## config.mk

```make
export PLATFORM = sky130hd
export DESIGN_NAME = rlc_top
export DESIGN_NICKNAME = d
export VERILOG_FILES = /design/src/core/rlc_pkg.sv /design/src/core/rlc_res_if.sv /design/src/core/rlc_decoder.sv /design/src/core/rlc_top.sv
export SDC_FILE = /design/constraint.sdc
export NUM_CORES = 1
export LEC_CHECK = 0
export ABC_AREA = 1
export BUFFER_PORTS_ARGS = -buffer_cell sky130_fd_sc_hd__buf_4
export CAP_MARGIN = 20
export CORE_ASPECT_RATIO = 1.75
export CORE_MARGIN = 3
export CORE_UTILIZATION = 40
export DETAILED_ROUTE_END_ITERATION = 10
export GPL_ROUTABILITY_DRIVEN = 0
export PLACE_DENSITY = 0.78
export SLEW_MARGIN = 25
export SYNTH_ARGS = -nofsm -noshare
export SYNTH_HDL_FRONTEND = slang
export SYNTH_SLANG_ARGS = --single-unit
```

## constraint.sdc

```tcl
create_clock -name aclk -period 1.3 [get_ports aclk]
set_input_delay 0.325 -clock aclk [delete_from_list [all_inputs] [get_ports aclk]]
set_output_delay 0.325 -clock aclk [all_outputs]
set_load 0.02 [all_outputs]
```

## src/core/rlc_pkg.sv

```systemverilog
// package: register map, field layout and decode of the line resistor control
package rlc_pkg;

	localparam int              ADDR_W          = 4;
	localparam int              DATA_W          = 32;
	localparam int              STRB_W          = DATA_W / 8;

	localparam logic [ADDR_W-1:0] CTRL_OFFSET   = 4'h0;
	localparam logic [ADDR_W-1:0] STATUS_OFFSET = 4'h4;

	localparam int              CTRL_XCVR_LSB   = 0;
	localparam int              CTRL_TERM_BIT   = 2;
	localparam int              CTRL_OPERATING_MODE_FIELD_LSB = 3;
	localparam int              CTRL_DP_PD_BIT  = 5;
	localparam int              CTRL_DM_PD_BIT  = 6;

	localparam int              STAT_RPU_BIT    = 0;
	localparam int              STAT_RPD_DP_BIT = 1;
	localparam int              STAT_RPD_DM_BIT = 2;
	localparam int              STAT_HSTERM_BIT = 3;
	localparam int              STAT_TRI_BIT    = 4;

	localparam logic [1:0]      XCVR_HS         = 2'h0;
	localparam logic [1:0]      XCVR_FS         = 2'h1;
	localparam logic [1:0]      XCVR_LS         = 2'h2;
	localparam logic [1:0]      OPERATING_MODE_FIELD_NORMAL   = 2'h0;
	localparam logic [1:0]      OPERATING_MODE_FIELD_TRISTATE = 2'h1;
	localparam logic [1:0]      OPERATING_MODE_FIELD_CHIRP    = 2'h2;

	localparam logic [1:0]      RESP_OKAY       = 2'h0;
	localparam logic [1:0]      RESP_SLVERR     = 2'h2;

	typedef struct packed {
		logic [1:0] transceiver_select;
		logic       termination_select;
		logic [1:0] operating_mode_field;
		logic       plus_line_pull_low_bit;
		logic       minus_line_pull_low_bit;
	} rlc_fields_s;

	typedef struct packed {
		logic rpu;
		logic rpd_dp;
		logic rpd_dm;
		logic hsterm;
		logic tristate;
	} rlc_res_s;

	localparam rlc_fields_s FIELDS_RESET = '{XCVR_FS, 1'b0, OPERATING_MODE_FIELD_NORMAL, 1'b1, 1'b1};
	localparam rlc_res_s    RES_RESET    = '{1'b0, 1'b1, 1'b1, 1'b0, 1'b0};
	localparam rlc_res_s    RES_TRISTATE = '{1'b0, 1'b0, 1'b0, 1'b0, 1'b1};

	typedef enum logic [1:0] {WR_IDLE = 2'b01, WR_RESP = 2'b10} rlc_wr_e;
	typedef enum logic [1:0] {RD_IDLE = 2'b01, RD_DATA = 2'b10} rlc_rd_e;

	function automatic rlc_res_s rlc_decode(input rlc_fields_s f);
		rlc_res_s r;
		r = RES_TRISTATE;
		if (f.operating_mode_field != OPERATING_MODE_FIELD_TRISTATE) begin
			r.tristate = 1'b0;
			r.rpd_dp   = f.plus_line_pull_low_bit;
			r.rpd_dm   = f.minus_line_pull_low_bit;
			r.rpu      = f.termination_select & ~f.plus_line_pull_low_bit;
			r.hsterm   = ~f.termination_select & (f.transceiver_select == XCVR_HS);
		end
		return r;
	endfunction : rlc_decode

	function automatic rlc_fields_s rlc_fields_from_word(input logic [DATA_W-1:0] d);
		rlc_fields_s f;
		f.transceiver_select      = d[CTRL_XCVR_LSB +: 2];
		f.termination_select      = d[CTRL_TERM_BIT];
		f.operating_mode_field    = d[CTRL_OPERATING_MODE_FIELD_LSB +: 2];
		f.plus_line_pull_low_bit  = d[CTRL_DP_PD_BIT];
		f.minus_line_pull_low_bit = d[CTRL_DM_PD_BIT];
		return f;
	endfunction : rlc_fields_from_word

	function automatic logic [DATA_W-1:0] rlc_word_from_fields(input rlc_fields_s f);
		logic [DATA_W-1:0] d;
		d = '0;
		d[CTRL_XCVR_LSB +: 2]   = f.transceiver_select;
		d[CTRL_TERM_BIT]        = f.termination_select;
		d[CTRL_OPERATING_MODE_FIELD_LSB +: 2] = f.operating_mode_field;
		d[CTRL_DP_PD_BIT]       = f.plus_line_pull_low_bit;
		d[CTRL_DM_PD_BIT]       = f.minus_line_pull_low_bit;
		return d;
	endfunction : rlc_word_from_fields

	function automatic logic [DATA_W-1:0] rlc_word_from_res(input rlc_res_s r);
		logic [DATA_W-1:0] d;
		d = '0;
		d[STAT_RPU_BIT]    = r.rpu;
		d[STAT_RPD_DP_BIT] = r.rpd_dp;
		d[STAT_RPD_DM_BIT] = r.rpd_dm;
		d[STAT_HSTERM_BIT] = r.hsterm;
		d[STAT_TRI_BIT]    = r.tristate;
		return d;
	endfunction : rlc_word_from_res

endpackage : rlc_pkg

```

## src/core/rlc_res_if.sv

```systemverilog
// interface: register fields to the decoder and resistor enables back
`timescale 1ns/1ns
`default_nettype none
interface rlc_res_if;
	rlc_pkg::rlc_fields_s fields;
	rlc_pkg::rlc_res_s    enables;
	modport ctrl (output fields, input enables);
	modport dec  (input fields, output enables);
endinterface : rlc_res_if
`default_nettype wire

```

## src/core/rlc_decoder.sv

```systemverilog
// resistor enable decoder with registered outputs
`timescale 1ns/1ns
`default_nettype none
module rlc_decoder (
	input  wire logic aclk,
	input  wire logic aresetn,
	rlc_res_if.dec    res
);
	import rlc_pkg::*;

	typedef struct packed {
		rlc_res_s res;
	} rlc_dec_state_s;

	rlc_dec_state_s state_reg;
	rlc_dec_state_s state_next;

	// registered so the analog switches never see decode glitches
	always_comb begin
		state_next     = state_reg;
		state_next.res = rlc_decode(res.fields);
	end

	always_ff @(posedge aclk) begin
		if (!aresetn) begin
			state_reg <= '{res: RES_RESET};
		end else begin
			state_reg <= state_next;
		end
	end

	assign res.enables = state_reg.res;

	property p_rpu;
		@(posedge aclk) disable iff (!aresetn)
		(res.fields.operating_mode_field != OPERATING_MODE_FIELD_TRISTATE) |=>
			(res.enables.rpu == ($past(res.fields.termination_select)
			&& !$past(res.fields.plus_line_pull_low_bit)));
	endproperty
	a_rpu: assert property (p_rpu) else $error("pull-up enable wrong");

	property p_rpd_dp;
		@(posedge aclk) disable iff (!aresetn)
		(res.fields.operating_mode_field != OPERATING_MODE_FIELD_TRISTATE) |=>
			(res.enables.rpd_dp == $past(res.fields.plus_line_pull_low_bit));
	endproperty
	a_rpd_dp: assert property (p_rpd_dp) else $error("plus pull-down wrong");

	property p_rpd_dm;
		@(posedge aclk) disable iff (!aresetn)
		(res.fields.operating_mode_field != OPERATING_MODE_FIELD_TRISTATE) |=>
			(res.enables.rpd_dm == $past(res.fields.minus_line_pull_low_bit));
	endproperty
	a_rpd_dm: assert property (p_rpd_dm) else $error("minus pull-down wrong");

	property p_hsterm;
		@(posedge aclk) disable iff (!aresetn)
		(res.fields.operating_mode_field != OPERATING_MODE_FIELD_TRISTATE) |=>
			(res.enables.hsterm == (!$past(res.fields.termination_select)
			&& ($past(res.fields.transceiver_select) == XCVR_HS)));
	endproperty
	a_hsterm: assert property (p_hsterm) else $error("termination enable wrong");

	property p_tristate;
		@(posedge aclk) disable iff (!aresetn)
		(res.fields.operating_mode_field == OPERATING_MODE_FIELD_TRISTATE) |=>
			(res.enables == RES_TRISTATE);
	endproperty
	a_tristate: assert property (p_tristate) else $error("3-state not all off");

	property p_reset;
		@(posedge aclk)
		!aresetn |=> (res.enables == RES_RESET);
	endproperty
	a_reset: assert property (p_reset) else $error("reset state wrong");

endmodule : rlc_decoder
`default_nettype wire

```

## src/core/rlc_top.sv

```systemverilog
// line resistor control: axi4-lite register slave driving the resistor decoder
//
// Operation
// - the plus line pull-up is switched in exactly while its decoded enable is high.
// - the plus line pull-down is switched in exactly while its decoded enable is high.
// - the minus line pull-down is switched in exactly while its decoded enable is high.
// - the high-speed terminations on both lines follow their decoded enable.
// - all four enables depend only on the five programmed register fields.
// - operating mode 01b turns every enable off and puts the drivers in 3-state.
// - host suspend settings give both pull-downs on, pull-up and termination off.
// - host resume settings give both pull-downs on, pull-up and termination off.
// - host test J/K settings give both pull-downs and termination on, pull-up off.
// - otg peripheral chirp gives pull-up and minus pull-down on, the rest off.
// - otg peripheral full-speed gives pull-up and minus pull-down on, the rest off.
//
// Design decisions made here: the AXI4-Lite register port and the register offsets.
`timescale 1ns/1ns
`default_nettype none
module rlc_top (
	input  wire logic                  aclk,
	input  wire logic                  aresetn,
	input  wire logic [rlc_pkg::ADDR_W-1:0] s_axi_awaddr,
	input  wire logic                  s_axi_awvalid,
	output logic                       s_axi_awready,
	input  wire logic [rlc_pkg::DATA_W-1:0] s_axi_wdata,
	input  wire logic [rlc_pkg::STRB_W-1:0] s_axi_wstrb,
	input  wire logic                  s_axi_wvalid,
	output logic                       s_axi_wready,
	output logic [1:0]                 s_axi_bresp,
	output logic                       s_axi_bvalid,
	input  wire logic                  s_axi_bready,
	input  wire logic [rlc_pkg::ADDR_W-1:0] s_axi_araddr,
	input  wire logic                  s_axi_arvalid,
	output logic                       s_axi_arready,
	output logic [rlc_pkg::DATA_W-1:0] s_axi_rdata,
	output logic [1:0]                 s_axi_rresp,
	output logic                       s_axi_rvalid,
	input  wire logic                  s_axi_rready,
	output logic                       plus_line_pullup_enable,
	output logic                       plus_line_pulldown_enable,
	output logic                       minus_line_pulldown_enable,
	output logic                       high_speed_termination_enable,
	output logic                       line_drivers_tristate
);
	import rlc_pkg::*;

	localparam logic [1:0] SEL_NONE   = 2'h0;
	localparam logic [1:0] SEL_CTRL   = 2'h1;
	localparam logic [1:0] SEL_STATUS = 2'h2;

	typedef struct packed {
		rlc_fields_s        fields;
		rlc_wr_e            wstate;
		logic               aw_held;
		logic [ADDR_W-1:0]  aw_addr;
		logic               w_held;
		logic [DATA_W-1:0]  w_data;
		logic [STRB_W-1:0]  w_strb;
		logic [1:0]         bresp;
		rlc_rd_e            rstate;
		logic [DATA_W-1:0]  rdata;
		logic [1:0]         rresp;
	} rlc_top_state_s;

	localparam rlc_top_state_s STATE_RESET = '{
		fields:  FIELDS_RESET,
		wstate:  WR_IDLE,
		aw_held: 1'b0,
		aw_addr: '0,
		w_held:  1'b0,
		w_data:  '0,
		w_strb:  '0,
		bresp:   RESP_OKAY,
		rstate:  RD_IDLE,
		rdata:   '0,
		rresp:   RESP_OKAY
	};

	rlc_top_state_s state_reg;
	rlc_top_state_s state_next;

	rlc_res_if res_if ();

	// low address bits are ignored; any word outside the two registers is unmapped
	function automatic logic [1:0] rlc_sel(input logic [ADDR_W-1:0] a);
		logic [1:0] s;
		s = SEL_NONE;
		if (a[ADDR_W-1:2] == CTRL_OFFSET[ADDR_W-1:2]) begin
			s = SEL_CTRL;
		end else if (a[ADDR_W-1:2] == STATUS_OFFSET[ADDR_W-1:2]) begin
			s = SEL_STATUS;
		end
		return s;
	endfunction : rlc_sel

	logic [1:0] wr_sel;
	logic [1:0] ar_sel;
	logic       wr_fire;

	assign wr_sel  = rlc_sel(state_reg.aw_addr);
	assign ar_sel  = rlc_sel(s_axi_araddr);
	assign wr_fire = (state_reg.wstate == WR_IDLE) && state_reg.aw_held && state_reg.w_held;

	// address and data are latched separately so either may arrive first
	assign s_axi_awready = (state_reg.wstate == WR_IDLE) && !state_reg.aw_held;
	assign s_axi_wready  = (state_reg.wstate == WR_IDLE) && !state_reg.w_held;
	assign s_axi_bvalid  = (state_reg.wstate == WR_RESP);
	assign s_axi_bresp   = state_reg.bresp;
	assign s_axi_arready = (state_reg.rstate == RD_IDLE);
	assign s_axi_rvalid  = (state_reg.rstate == RD_DATA);
	assign s_axi_rdata   = state_reg.rdata;
	assign s_axi_rresp   = state_reg.rresp;

	always_comb begin
		state_next = state_reg;
		if (s_axi_awvalid && s_axi_awready) begin
			state_next.aw_held = 1'b1;
			state_next.aw_addr = s_axi_awaddr;
		end
		if (s_axi_wvalid && s_axi_wready) begin
			state_next.w_held = 1'b1;
			state_next.w_data = s_axi_wdata;
			state_next.w_strb = s_axi_wstrb;
		end
		case (state_reg.wstate)
			WR_IDLE: begin
				if (wr_fire) begin
					state_next.aw_held = 1'b0;
					state_next.w_held  = 1'b0;
					state_next.wstate  = WR_RESP;
					state_next.bresp   = RESP_OKAY;
					case (wr_sel)
						SEL_CTRL: begin
							// all fields sit in byte lane 0
							if (state_reg.w_strb[0]) begin
								state_next.fields = rlc_fields_from_word(state_reg.w_data);
							end
						end
						SEL_STATUS: begin
							// status is read-only; the write is dropped but answered okay
						end
						default: begin
							state_next.bresp = RESP_SLVERR;
						end
					endcase
				end
			end
			WR_RESP: begin
				if (s_axi_bready) begin
					state_next.wstate = WR_IDLE;
				end
			end
			default: begin
				state_next.wstate = WR_IDLE;
			end
		endcase
		case (state_reg.rstate)
			RD_IDLE: begin
				if (s_axi_arvalid) begin
					state_next.rstate = RD_DATA;
					state_next.rresp  = RESP_OKAY;
					case (ar_sel)
						SEL_CTRL: begin
							state_next.rdata = rlc_word_from_fields(state_reg.fields);
						end
						SEL_STATUS: begin
							state_next.rdata = rlc_word_from_res(res_if.enables);
						end
						default: begin
							state_next.rdata = '0;
							state_next.rresp = RESP_SLVERR;
						end
					endcase
				end
			end
			RD_DATA: begin
				if (s_axi_rready) begin
					state_next.rstate = RD_IDLE;
				end
			end
			default: begin
				state_next.rstate = RD_IDLE;
			end
		endcase
	end

	always_ff @(posedge aclk) begin
		if (!aresetn) begin
			state_reg <= STATE_RESET;
		end else begin
			state_reg <= state_next;
		end
	end

	assign res_if.fields = state_reg.fields;

	rlc_decoder u_decoder (
		.aclk    (aclk),
		.aresetn (aresetn),
		.res     (res_if)
	);

	// the link owns the choice of signalling state; these pins only reflect its fields
	assign plus_line_pullup_enable       = res_if.enables.rpu;
	assign plus_line_pulldown_enable     = res_if.enables.rpd_dp;
	assign minus_line_pulldown_enable    = res_if.enables.rpd_dm;
	assign high_speed_termination_enable = res_if.enables.hsterm;
	assign line_drivers_tristate         = res_if.enables.tristate;

	logic [3:0]        pins;
	rlc_fields_s       wr_fields;
	logic [DATA_W-1:0] status_word;

	assign pins        = {plus_line_pullup_enable, plus_line_pulldown_enable,
		minus_line_pulldown_enable, high_speed_termination_enable};
	assign wr_fields   = rlc_fields_from_word(state_reg.w_data);
	assign status_word = rlc_word_from_res(res_if.enables);

	property p_ctrl_write;
		@(posedge aclk) disable iff (!aresetn)
		(wr_fire && (wr_sel == SEL_CTRL) && state_reg.w_strb[0]) |=>
			(res_if.fields == $past(wr_fields)) ##1
			({pins, line_drivers_tristate} == rlc_decode($past(wr_fields, 2)));
	endproperty
	a_ctrl_write: assert property (p_ctrl_write) else $error("control write not applied");

	property p_host_suspend;
		@(posedge aclk) disable iff (!aresetn)
		(res_if.fields == rlc_fields_s'{XCVR_FS, 1'b1, OPERATING_MODE_FIELD_NORMAL, 1'b1, 1'b1}) |=>
			(pins == 4'b0110);
	endproperty
	a_host_suspend: assert property (p_host_suspend) else $error("host suspend decode");

	property p_host_resume;
		@(posedge aclk) disable iff (!aresetn)
		(res_if.fields == rlc_fields_s'{XCVR_FS, 1'b1, OPERATING_MODE_FIELD_CHIRP, 1'b1, 1'b1}) |=>
			(pins == 4'b0110);
	endproperty
	a_host_resume: assert property (p_host_resume) else $error("host resume decode");

	property p_host_test;
		@(posedge aclk) disable iff (!aresetn)
		(res_if.fields == rlc_fields_s'{XCVR_HS, 1'b0, OPERATING_MODE_FIELD_CHIRP, 1'b1, 1'b1}) |=>
			(pins == 4'b0111);
	endproperty
	a_host_test: assert property (p_host_test) else $error("host test j/k decode");

	property p_otg_chirp;
		@(posedge aclk) disable iff (!aresetn)
		(res_if.fields == rlc_fields_s'{XCVR_HS, 1'b1, OPERATING_MODE_FIELD_CHIRP, 1'b0, 1'b1}) |=>
			(pins == 4'b1010);
	endproperty
	a_otg_chirp: assert property (p_otg_chirp) else $error("otg chirp decode");

	property p_otg_fs;
		@(posedge aclk) disable iff (!aresetn)
		(res_if.fields == rlc_fields_s'{XCVR_FS, 1'b1, OPERATING_MODE_FIELD_NORMAL, 1'b0, 1'b1}) |=>
			(pins == 4'b1010);
	endproperty
	a_otg_fs: assert property (p_otg_fs) else $error("otg full-speed decode");

	property p_tristate_pins;
		@(posedge aclk) disable iff (!aresetn)
		(res_if.fields.operating_mode_field == OPERATING_MODE_FIELD_TRISTATE) [*2] |->
			((pins == 4'b0000) && line_drivers_tristate);
	endproperty
	a_tristate_pins: assert property (p_tristate_pins) else $error("3-state pins not off");

	property p_wr_answer;
		@(posedge aclk) disable iff (!aresetn)
		wr_fire |=> s_axi_bvalid && (s_axi_bresp == (($past(wr_sel) == SEL_NONE) ?
			RESP_SLVERR : RESP_OKAY));
	endproperty
	a_wr_answer: assert property (p_wr_answer) else $error("write response wrong");

	property p_b_hold;
		@(posedge aclk) disable iff (!aresetn)
		(s_axi_bvalid && !s_axi_bready) |=> (s_axi_bvalid && $stable(s_axi_bresp));
	endproperty
	a_b_hold: assert property (p_b_hold) else $error("bvalid dropped early");

	property p_rd_answer;
		@(posedge aclk) disable iff (!aresetn)
		(s_axi_arvalid && s_axi_arready) |=> s_axi_rvalid
			&& (s_axi_rresp == (($past(ar_sel) == SEL_NONE) ? RESP_SLVERR : RESP_OKAY));
	endproperty
	a_rd_answer: assert property (p_rd_answer) else $error("read response wrong");

	property p_status_read;
		@(posedge aclk) disable iff (!aresetn)
		(s_axi_arvalid && s_axi_arready && (ar_sel == SEL_STATUS)) |=>
			(s_axi_rdata == $past(status_word));
	endproperty
	a_status_read: assert property (p_status_read) else $error("status read data wrong");

	property p_r_hold;
		@(posedge aclk) disable iff (!aresetn)
		(s_axi_rvalid && !s_axi_rready) |=> (s_axi_rvalid && $stable(s_axi_rdata));
	endproperty
	a_r_hold: assert property (p_r_hold) else $error("rvalid dropped early");

endmodule : rlc_top
`default_nettype wire

```

# == After elaboration in Yosys (flattened, before gate mapping) ==
# Index checks and enable logic that the tools add are counted.
# word_totals
regBits,94
latchBits,0
ramBits,0
mem_bits_ro,0
in_bits,51
out_inout_bits,46
wordCells,77
n_memories,0
# classes
addsub,0
multipliers,0
div_mod_pow,0
order_cmp,0
n_eq_ne,15
shifts,0
muxes,19
bitwise,4
reduce_logical,19
# ops
op,count
37-bit 2-to-1 mux,1
36-bit 2-to-1 mux,1
2-bit 2-to-1 mux,8
7-bit one-hot mux with 2 select lines,1
"2-bit by 1-bit == test with 1-bit output, second input constant",6
2-bit AND reduction,5
"2-bit == test, second input constant",4
2-bit one-hot mux with 2 select lines,2
1-bit logical AND,6
2-bit logical NOT,3
"2-bit by 1-bit inequality test with 1-bit output, second input constant",3
5-bit 2-to-1 mux,1
4-bit 2-to-1 mux,1
"2-bit inequality test, second input constant",2
4-bit AND reduction,1
2-bit OR reduction,2
1-bit 2-to-1 mux,3
3-bit 2-to-1 mux,1
1-bit AND,2
1-bit logical NOT,2
1-bit inverter,2

# == Depth between registers and ports, before layout ==
# Gate-level depths: netlist (run 1).
# logic_depth
depth_word,8
ltp_mapped,6
depth_no_buf,6

# == Cells and area by module ==
# A second synthesis (run 1) with hierarchy kept.
# hier_totals
hier_cells,228
hier_area_um2,1682.9
# modules_own_cells
module,instances,cells_per_inst,area_each_um2,seq_area_each_um2
rlc_top,1,207,1517.7,640.6
rlc_decoder,1,21,165.2,100.1

# == Least setup slack after synthesis (run 1) ==
# Ideal clock, no wire load.
# synth_timing
path_type,register to register
from,register state_reg[81] (netlist name)
to,register state_reg[80] (netlist name)
t_arrival_ns,1.000
t_required_ns,1.184
setup_slack_ns,0.184
path_stages_with_launch,6
path_buffers,0
cell_sequence,dfxtp_1 > inv_1 > nor2_1 > nand2_1 > a21oi_1 > inv_1
# synth_lines
element,line_no,rtl
"start, declared",rlc_top.sv:79,rlc_top_state_s state_reg;
"start signal, assigned",rlc_top.sv:191,state_reg <= state_next;
2-bit == test *,--,
named net s_axi_bvalid,rlc_top.sv:30,"output logic s_axi_bvalid,"
2-bit by 1-bit inequality test with 1-bit output (no line),--,
2-bit AND reduction (no line),--,
# Mark *: on every way through the listed nets, which the timed path passes. The rest lies on a longest branch.
# A chain may end at the register's enable or synchronous reset.

# == Worst setup path after layout (run 1) ==
# layout_timing
from,register state_reg[81] (netlist name)
to,output s_axi_awready
# layout_via
elab_chain_len,2
# layout_lines
element,line_no,rtl
2-bit by 1-bit == test with 1-bit output,rlc_top.sv:105,assign s_axi_awready = (state_reg.wstate == WR_IDLE) && !state_reg.aw_held;
1-bit logical AND,rlc_top.sv:105,
"end, declared",rlc_top.sv:24,"output logic s_axi_awready,"
# No other way between the ends.

==> summary.md, run 1 <==
| Metric | Value |
|---|---|
| CTS tree | `yes` |
| CP arrival | `0.96 ns` |
| DR WL met3 | `220 um` |
| Largest net degree at the start of global routing | `21` |
| IO Count | `97` |
| Data required, critical path | `0.98 ns` |
| Area leader, netlist | `dfxtp_1` |
| Switching Fraction | `0.2771` |
| HPWL after detailed placement | `2.510 mm` |
| P_int | `1.733 mW` |
| Routed length on met1 | `1.050 mm` |
| Longest Clk Path Bufs | `2` |
| Area contributors post-synth | `dfxtp_1, buf_4, nand2_1` |
| Clock Sinks | `37` |
| Nets | `310` |
| P_sw | `0.6645 mW` |
| GR Util All Layers | `0.1374` |
| Crit-path cells | `inv_2 > nand2_2 > nor2_1 > buf_4` |
| Distinct cells, synth | `20` |
| Vias in the first global route | `1258` |
| Grt ovf | `0` |
| Final core occ | `0.4943` |
| Initial antenna violation count | `0` |
| Layout area overhead | `16.80%` |
| Footprint of the multi-input gates | `661.9 um^2` |
| Post-synth top area share | `0.4441` |
| Syn Area/Cell | `7.479 um^2` |
| Routed Wire Length | `3.109 mm` |
| IO buf count | `37` |
| Worst skew pair latency | `0.28 ns` |
| Max-slew violations | `0` |
| Power per Cell Area | `1231 nW/um^2` |
| Delay-heaviest family, CP | `flip-flops` |
| CORE AREA | `3941 um^2` |
| Logic pwr share | `0.175` |
| Critical path startpoint category | `register` |
| Setup TNS | `0 ns` |
| DR vias | `1357` |
| Kind of critical path | `register to output port` |
| WHS | `0.2763 ns` |
| Initial DRT Pass Iterations | `4` |
| Fin crit share | `0.9879` |
| Number of cell rows | `30` |
| Root buffer cell | `clkbuf_8` |
| Routed wl met2 | `1.760 mm` |
| Wire per inst | `10.09 um` |
| Crit end category | `output port` |
| Proportion of layout cells with a drive suffix above 1 | `0.2269` |
| Max Used Layer | `met4` |
| Max Fanout on Critical Path | `4` |
| Die width | `54.81 um` |
| Fin crit period | `1.284 ns` |
| Status | `completed` |
| Iter 0 DRT Violations | `25` |
| # diodes | `0` |
| Fill cells | `396` |
| Buf+Inv Stages, Crit Path | `2` |
| P_leak | `0.9540 nW` |
| Post-DRT Antenna Nets | `0` |
| Max Cap Violations | `0` |
| Initial Util | `0.4232` |
| Cells after synthesis | `223` |
| Number of vias per cell | `4.406` |
| Clock-pin slew on the worst setup and hold paths | `0.06 ns` |
| # DRC | `0` |
| Die Height | `91.42 um` |
| Highest clock rate | `0.7787 GHz` |
| Netlist Area Pre-Place | `1668 um^2` |
| Max rail drop VDD | `0.7981 mV` |
| Endpoints failing setup | `0` |
| Clock Skew | `0.003402 ns` |
| Unrepaired setup endpoints after global routing | `true` |
| Register area | `743.2 um^2` |
| Flop pwr share | `0.517` |
| First-pass GRT wire length | `5.071 mm` |
| Clock group share of total power | `0.307` |
| H-tree depth | `2` |
| Die area | `5011 um^2` |
| Worst Hold Class | `input port to register` |
| Yosys warns | `0` |
| Hold Violations, Final | `0` |
| Max reg flops | `16` |
| CTS hold repair buffers | `0` |
| # placed instances | `299` |
| Sequential area share after synthesis | `0.4441` |
| CP max-delay cell | `dfxtp_2` |
| Yosys reg bits | `37` |
| CTS Buf Count | `5` |
| Finished Layout Cells | `308` |
| Worst path max stage delay | `0.32 ns` |
-- stage by stage --
step | power, mW | area [um^2] | setup slack (ns)
finish | 2.398 | 1948 | 0.01578
detailed placement | 1.683 | 1849 | 0.1094
CTS | 2.426 | 1942 | -0.01498
floorplan | 1.622 | 1765 | 0.1837
global route | 2.535 | 1948 | -0.05547
global placement | 1.672 | 1849 | 0.1756
-- power by group through the flow --
stage	combinational [mW]	sequential (mW)	clock, mW
3_5_place_dp	0.418	1.27	0
4_1_cts	0.420	1.24	0.766
6_report	0.421	1.24	0.736
2_1_floorplan	0.365	1.26	0
5_1_grt	0.473	1.25	0.813
3_3_place_gp	0.410	1.26	0
-- Yosys cell counts --
cell type and number:
o31ai_1 1, nor4_1 1, conb_1 1, nor2_2 2
a21oi_1 16, nand4_1 1, buf_4 36, inv_1 20
nand2_1 37, inv_2 1, clkinv_2 1, nor2_4 1
nor2_1 36, clkbuf_1 1, dfxtp_1 37, o21ai_0 14
nor3b_1 1, nand3_1 12, buf_2 2, nand3_2 2
-- cells by family (layout without fill, tap and decap cells) --
family	Yosys count	in the layout	share of synthesized area
other	1	27	0.002248
buffers and inverters	61	72	0.2205
flip-flops	37	37	0.4441
AND/OR/NAND/NOR	93	93	0.2386
AO/OA/AOI/OAI	31	31	0.09453
-- final timing paths --
path                            start        endpoint  slack [ns]  depth (start not counted)
max                     state_reg[81]   s_axi_awready        0.02                          4
min                      s_axi_rready   state_reg[34]        0.28                          3
max reg2reg             state_reg[81]   state_reg[44]        0.15                          5
min reg2reg  u_decoder.res.enables[0]  s_axi_rdata[4]        0.46                          2
-- final cells by class --
type / count / area share
inverters: 22 / 0.04303
well taps: 48 / 0.03083
flip-flops and latches: 37 / 0.3815
multi-input cells: 151 / 0.3398
clock buffers: 8 / 0.04110
repair buffers: 42 / 0.1638
-- worst min-delay path: cells and delay by family --
kind | cells | cell delay (ns)
AND/OR/NAND/NOR | 1 | 0.06
buffers and inverters | 1 | 0.08
AO/OA/AOI/OAI | 1 | 0.06
-- placed cells by master (no fill, tap or decap) --
cell type / count
o31ai_1: 1
nor4_1: 1
clkinv_2: 1
nand4_1: 1
nor3b_1: 1
clkbuf_1: 3
buf_4: 41
dfxtp_2: 2
o21ai_0: 14
nor2_1: 35
inv_2: 2
nand3_1: 12
a21oi_1: 16
nor2_2: 3
inv_1: 19
nand2_1: 36
conb_1: 27
nor2_4: 1
dfxtp_1: 35
nand2_2: 1
clkbuf_8: 5
nand3_2: 2
buf_6: 1
-- what timing repair did --
| item | CTS | global route |
|---|---|---|
| endpoints found under the setup margin | 3 | 3 |
| buffers inserted | 1 | 0 |
| resized for setup | 4 | 2 |
| pin swaps | 1 | 1 |
-- metal layers --
metal / global-route usage / up-vias
met1: 0.1227 / 597
met4: 0.07484 / 0
li1: - / 705
met5: 0 / -
met2: 0.2540 / 48
met3: 0.03448 / 7
Note: power is estimated with default switching activity, not from simulation.
==> run 2, diff against run 1 <==
--- a/config.mk
+++ b/config.mk
@@ -11,10 +11,12 @@
 export CORE_ASPECT_RATIO = 1.75
 export CORE_MARGIN = 3
 export CORE_UTILIZATION = 40
+export CTS_CLUSTER_DIAMETER = 150
 export DETAILED_ROUTE_END_ITERATION = 10
 export GPL_ROUTABILITY_DRIVEN = 0
 export PLACE_DENSITY = 0.78
 export SLEW_MARGIN = 25
 export SYNTH_ARGS = -nofsm -noshare
 export SYNTH_HDL_FRONTEND = slang
+export SYNTH_HIERARCHICAL = 1
 export SYNTH_SLANG_ARGS = --single-unit
==> run 2 against run 1 <==
  * The run now ends with setup timing left
  * Utilization grew 0.89 points
  * Clock power is 6.5% higher
  * Clock skew is 0.0011 ns lower
  * Critical path depth stayed put
  * Sequential share of layout area decreased by 0.84 points
  * Critical endpoint unchanged
==> summary.md, run 2 <==
| Metric | Value |
|---|---|
| Status | `finished, violations left` |
| Failing checks | `setup timing` |
| Most frequent cells in the layout | `buf_4, nand2_1, nor2_1, dfxtp_1, conb_1` |
| Number of cell rows | `30 (unchanged)` |
| IO buf count | `37 (unchanged)` |
| Nets | `315 (+1.6%)` |
| Area contributors post-synth | `dfxtp_1, buf_4, nor2_1` |
| Proportion of layout cells with a drive suffix above 1 | `0.2500 (+0.02308)` |
| First-pass GRT wire length | `5.140 mm (+1.4%)` |
| Setup WS pre-CTS | `0.1314 ns (+0.02205 ns)` |
| HP Start | `s_axi_rready` |
| CTS hold repair buffers | `0 (unchanged)` |
| GR Util All Layers | `0.1357 (-0.001766)` |
| # DRC | `0 (unchanged)` |
| Post-synth EDFFs | `0 (unchanged)` |
| Number of vias per cell | `4.455 (+1.1%)` |
| Vias in the first global route | `1285 (+2.1%)` |
| Initial DRT Pass Iterations | `4 (unchanged)` |
| Final worst slack | `-0.02867 ns (-0.04446 ns)` |
| Data required, critical path | `0.98 ns (about the same)` |
| Max reg flops | `16 (unchanged)` |
| Worst Hold Class | `input port to register` |
| Max-slew violations | `0 (unchanged)` |
| Longest Clk Path Bufs | `2 (unchanged)` |
| Fill cells | `402 (+1.5%)` |
| CORE AREA | `3979 um^2 (+0.95%)` |
| CP max-delay cell | `dfxtp_2` |
| Fin crit share | `1.022 (+0.03420)` |
| Commonest non-fill, non-tap cell in the layout | `buf_4` |
| Iter 0 DRT Violations | `16 (-36%)` |
| Setup TNS | `-0.02867 ns (-0.02867 ns)` |
| Sequential area share after synthesis | `0.4401 (-0.003962)` |
| Root buffer cell | `clkbuf_8` |
| Clock Sinks | `37 (unchanged)` |
| Clock-pin slew on the worst setup and hold paths | `0.07 ns (about the same)` |
| Hold path depth | `3 (unchanged)` |
| Critical path startpoint category | `register` |
| Netlist Area Pre-Place | `1683 um^2 (+0.90%)` |
| Yosys reg bits | `37 (unchanged)` |
| Unrepaired setup endpoints after global routing | `true` |
| HPWL after detailed placement | `2.411 mm (-3.9%)` |
| CP arrival | `1.00 ns (+0.04 ns)` |
| Hold Violations, Final | `0 (unchanged)` |
| # diodes | `0 (unchanged)` |
| Die width | `55.03 um (+0.40%)` |
| IO Count | `97 (unchanged)` |
| Syn Area/Cell | `7.381 um^2 (-1.3%)` |
| Fin crit period | `1.329 ns (+0.04446 ns)` |
| CTS Buf Count | `5 (unchanged)` |
| Highest clock rate | `0.7526 GHz (-3.3%)` |
| Area leader, netlist | `dfxtp_1` |
| Crit end category | `output port` |
| Synth Flop Type | `dfxtp_1` |
| Die area | `5052 um^2 (+0.82%)` |
| Crit-path cells | `inv_4 > nand2_4 > nor2_2 > buf_6` |
| Post-synth top area share | `0.4401 (-0.003962)` |
| Hold Crit Endpoint | `state_reg[34]` |
| Cells after synthesis | `228 (+2.2%)` |
| DR vias | `1390 (+2.4%)` |
| Max rail drop VDD | `0.7208 mV (-9.7%)` |
| Die Height | `91.81 um (+0.42%)` |
| R2R setup slack | `0.10 ns (-0.05 ns)` |
| Grt ovf | `0 (unchanged)` |
| Worst R2R Start | `state_reg[81]` |
| Distinct cells, synth | `19 (-5.0%)` |
| Max Fanout on Critical Path | `4 (unchanged)` |
| P_leak | `0.9817 nW (+2.9%)` |
| Initial Util | `0.4230 (about the same)` |
| Power per Cell Area | `1231 nW/um^2 (about the same)` |
| Kind of critical path | `register to output port` |
| Layout area overhead | `18.96%` |
| Initial antenna violation count | `0 (unchanged)` |
| H-tree depth | `2 (unchanged)` |
| Worst path max stage delay | `0.34 ns (+0.02 ns)` |
| Max Cap Violations | `0 (unchanged)` |
| Endpoints failing setup | `1 (+1)` |
| Most frequent cell after synthesis | `nor2_1` |
| Wire per inst | `10.21 um (+1.2%)` |
| Post-DRT Antenna Nets | `0 (unchanged)` |
| R2R cell count | `5 (unchanged)` |
| Worst skew pair latency | `0.28 ns (about the same)` |
| Post-synth top cells | `nor2_1, dfxtp_1, nand2_1` |
| Asr flop ratio synth | `0 (unchanged)` |
| Yosys warns | `6 (+6)` |
| R2R Path End | `state_reg[45]` |
| Largest net degree at the start of global routing | `19 (-9.5%)` |
| Routed Wire Length | `3.186 mm (+2.5%)` |
| Final core occ | `0.5031 (+0.008859)` |
| CTS tree | `yes` |
| Clock Skew | `0.002336 ns (-0.001066 ns)` |
-- run 2: worst max-delay path, delay by kind of cell (launching register included) --
kind          cells  cell delay [ns]
flops             1             0.34
simple gates      2             0.17
buf+inv           2             0.21
-- run 2: final cells by class --
class                           count  area (um^2)  share of cell area
Clock buffer                        7        86.33             0.04313
Multi-Input combinational cell    154        691.9              0.3456
Timing Repair Buffer               41        319.1              0.1594
Tap cell                           48        60.06             0.03000
Inverter                           25        97.59             0.04875
Sequential cell                    37        747.0              0.3731
-- run 2: through the flow --
stage | cells | power, mW | cell area (um^2) | hold WS, ns
after global placement | 304 | 1.670 | 1863 | 0.4463
final | 312 | 2.463 | 2002 | 0.2798
after global routing | 312 | 2.596 | 2002 | 0.2946
after detailed placement | 304 | 1.679 | 1863 | 0.4561
after floorplan | 254 | 1.619 | 1780 | 0.3938
after CTS | 312 | 2.466 | 1962 | 0.2829
-- run 2: cell families after synthesis --
group | Yosys count | synth area share
other cells | 1 | 0.002228
simple gates | 96 | 0.2424
compound gates | 31 | 0.09369
flops | 37 | 0.4401
buf+inv | 63 | 0.2216
-- run 2: worst max path at each step --
| stage | startpoint | end | slack (ns) | cells past startpoint |
|---|---|---|---|---|
| floorplan | state_reg[81] | state_reg[80] | 0.18 | 5 |
| global placement | state_reg[80] | res_if.fields[5] | 0.17 | 5 |
| detailed placement | state_reg[80] | res_if.fields[1] | 0.13 | 5 |
| CTS | state_reg[81] | s_axi_awready | -0.004 | 4 |
| global route | state_reg[81] | s_axi_awready | -0.07 | 4 |
| finish | state_reg[81] | s_axi_awready | -0.03 | 4 |
-- run 2: where the power goes --
group	switching [mW]	internal, mW
logic	0.277	0.160
clock network	0.364	0.420
registers	0.0428	1.20
total	0.683	1.78
-- run 2: metal layers --
metal / wire length [um] / global-route usage / up-vias / share of wire
met4: 67 / 0.06694 / 0 / 0.021
met2: 1769 / 0.2510 / 52 / 0.56
met1: 1120 / 0.1246 / 614 / 0.35
met3: 229 / 0.03577 / 6 / 0.072
li1: - / - / 718 / -
met5: 0 / 0 / - / 0
-- run 2: what timing repair did --
item | 4_1_cts | 5_1_grt
pin swaps | 1 | 1
resized for setup | 4 | 14
setup buffers | 1 | 0
setup endpoints to repair | 3 | 5
cloned | 0 | 0
==> run 3, diff against run 2 <==
--- a/config.mk
+++ b/config.mk
@@ -14,6 +14,7 @@
 export CTS_CLUSTER_DIAMETER = 150
 export DETAILED_ROUTE_END_ITERATION = 10
 export GPL_ROUTABILITY_DRIVEN = 0
+export MAX_ROUTING_LAYER = met4
 export PLACE_DENSITY = 0.78
 export SLEW_MARGIN = 25
 export SYNTH_ARGS = -nofsm -noshare
==> run 3 against run 2 <==
  * Clock power hardly changed
  * Worst hold slack stayed put
  * Power about the same
  * Via count did not move
  * The flow still finishes with violations (setup timing)
  * Register-to-register slack about the same
  * Sequential power is essentially flat
  * Final area is the same
  * Highest routed layer unchanged
  * Maximum frequency unchanged
  * First-iteration DRC count stayed put
  * Combinational power barely moved
  * Setup slack unchanged
  * Largest cell class unchanged
  * Non-clock buffer count is the same
  * Critical path type unchanged
==> summary.md, run 3 (synthesized netlist as in run 2, its figures left out) <==
| Metric | Value |
|---|---|
| IO Count | `97 (unchanged)` |
| P_int | `1.780 mW (unchanged)` |
| H-tree depth | `2 (unchanged)` |
| Most frequent cells in the layout | `buf_4, nand2_1, nor2_1, dfxtp_1, conb_1` |
| Clock-pin slew on the worst setup and hold paths | `0.07 ns (about the same)` |
| P_sw | `0.6835 mW (about the same)` |
| Die width | `55.03 um (unchanged)` |
| IO buf count | `37 (unchanged)` |
| Worst Hold Class | `input port to register` |
| Number of cell rows | `30 (unchanged)` |
| Register area | `747.0 um^2 (unchanged)` |
| CTS hold repair buffers | `0 (unchanged)` |
| Crit end category | `output port` |
| # placed instances | `304 (unchanged)` |
| Vias in the first global route | `1285 (unchanged)` |
| Failing checks | `setup timing` |
| Wire per inst | `10.21 um (unchanged)` |
| Number of vias per cell | `4.455 (unchanged)` |
| DR vias | `1390 (unchanged)` |
| CORE AREA | `3979 um^2 (unchanged)` |
| Power per Cell Area | `1231 nW/um^2 (about the same)` |
| First-pass GRT wire length | `5.140 mm (unchanged)` |
| Longest Clk Path Bufs | `2 (unchanged)` |
| GR Util All Layers | `0.1391 (+0.003415)` |
| Largest net degree at the start of global routing | `19 (unchanged)` |
| Clock Skew | `0.002336 ns (unchanged)` |
| Max-slew violations | `0 (unchanged)` |
| Flop pwr share | `0.505 (about the same)` |
| Unrepaired setup endpoints after global routing | `true` |
| Clock group share of total power | `0.318 (about the same)` |
| Die area | `5052 um^2 (unchanged)` |
| Endpoints failing setup | `1 (unchanged)` |
| Initial antenna violation count | `0 (unchanged)` |
| Grt ovf | `0 (unchanged)` |
| Fin crit share | `1.022 (unchanged)` |
| Switching Fraction | `0.2775 (about the same)` |
| Hold Violations, Final | `0 (unchanged)` |
| Final worst slack | `-0.02867 ns (unchanged)` |
| CTS tree | `yes` |
| Max Cap Violations | `0 (unchanged)` |
| P_leak | `0.9817 nW (unchanged)` |
| Die Height | `91.81 um (unchanged)` |
| Status | `finished, violations left` |
| Iter 0 DRT Violations | `16 (unchanged)` |
| Layout area overhead | `18.96% (unchanged)` |
| Root buffer cell | `clkbuf_8` |
| Footprint of the multi-input gates | `691.9 um^2 (unchanged)` |
| # diodes | `0 (unchanged)` |
| Max reg flops | `16 (unchanged)` |
| HPWL after detailed placement | `2.411 mm (unchanged)` |
| Kind of critical path | `register to output port` |
| Fin crit period | `1.329 ns (unchanged)` |
| Hold path depth | `3 (unchanged)` |
| Critical path startpoint category | `register` |
| Max rail drop VDD | `0.7208 mV (about the same)` |
| # DRC | `0 (unchanged)` |
| Nets | `315 (unchanged)` |
| Finished Layout Cells | `312 (unchanged)` |
| Initial Util | `0.4230 (unchanged)` |
| Logic pwr share | `0.177 (about the same)` |
| Routed Wire Length | `3.186 mm (unchanged)` |
| R2R cell count | `5 (unchanged)` |
| Fill cells | `402 (unchanged)` |
| Commonest non-fill, non-tap cell in the layout | `buf_4` |
| Worst skew pair latency | `0.28 ns (about the same)` |
| CP arrival | `1.00 ns (about the same)` |
| Highest clock rate | `0.7526 GHz (unchanged)` |
| Initial DRT Pass Iterations | `4 (unchanged)` |
| Post-DRT Antenna Nets | `0 (unchanged)` |
| Data required, critical path | `0.98 ns (about the same)` |
| Clock Sinks | `37 (unchanged)` |
| Proportion of layout cells with a drive suffix above 1 | `0.2500 (unchanged)` |
| Max Fanout on Critical Path | `4 (unchanged)` |
| CTS Buf Count | `5 (unchanged)` |
| Setup TNS | `-0.02867 ns (unchanged)` |
## run 3: cell counts in the layout (fill, tap and decap cells not counted)
No cell type changed its count.
## run 3: critical path, stage by stage, from the launching register on
cell     delay, ns
dfxtp_2       0.34
inv_4         0.08
nand2_4       0.06
nor2_2        0.11
buf_6         0.13
## run 3: routing by layer
| metal | up-vias | global-route usage | wire length, um |
|---|---|---|---|
| met3 | 6 | 0.03415 | 223 |
| met1 | 614 | 0.1256 | 1127 |
| li1 | 718 | - | - |
| met5 | - | - | 0 |
| met2 | 52 | 0.2510 | 1769 |
| met4 | 0 | 0.06694 | 67 |
## run 3: metrics by stage
step	hold WS (ns)	util	instance area (um^2)	total power [mW]	setup slack (ns)
2_1_floorplan	0.3938	-	1780	1.619	0.1837
3_3_place_gp	0.4463	0.4682	1863	1.670	0.1683
3_5_place_dp	0.4561	0.4682	1863	1.679	0.1314
4_1_cts	0.2829	0.4931	1962	2.466	-0.004256
5_1_grt	0.2946	0.5031	2002	2.596	-0.07176
6_report	0.2798	0.5031	2002	2.463	-0.02867
## run 3: final timing paths
check                                     from        endpoint  slack [ns]
worst min register to register  s_axi_bresp[1]  s_axi_bresp[1]        0.46
worst min-delay path              s_axi_rready   state_reg[34]        0.28
worst max-delay path             state_reg[81]   s_axi_awready       -0.03
worst max register to register   state_reg[81]   state_reg[45]        0.10
## run 3: repair_timing
| action | in CTS | in global routing |
|---|---|---|
| setup buffers | 1 | 0 |
| gates resized for setup | 4 | 14 |
| pin swaps | 1 | 1 |
| setup endpoints to repair | 3 | 5 |
| hold endpoints to repair | 0 | 0 |
## run 3: cell type report
class / instances / share of cell area
Multi-Input combinational cell: 154 / 0.3456
Inverter: 25 / 0.04875
Timing Repair Buffer: 41 / 0.1594
Sequential cell: 37 / 0.3731
Tap cell: 48 / 0.03000
Clock buffer: 7 / 0.04313
## run 3: power groups by stage
stage | clock network, mW | logic [mW] | registers [mW]
after floorplan | 0 | 0.362 | 1.26
after global routing | 0.857 | 0.490 | 1.25
after CTS | 0.808 | 0.418 | 1.24
after global placement | 0 | 0.408 | 1.26
after detailed placement | 0 | 0.415 | 1.26
final | 0.784 | 0.437 | 1.24
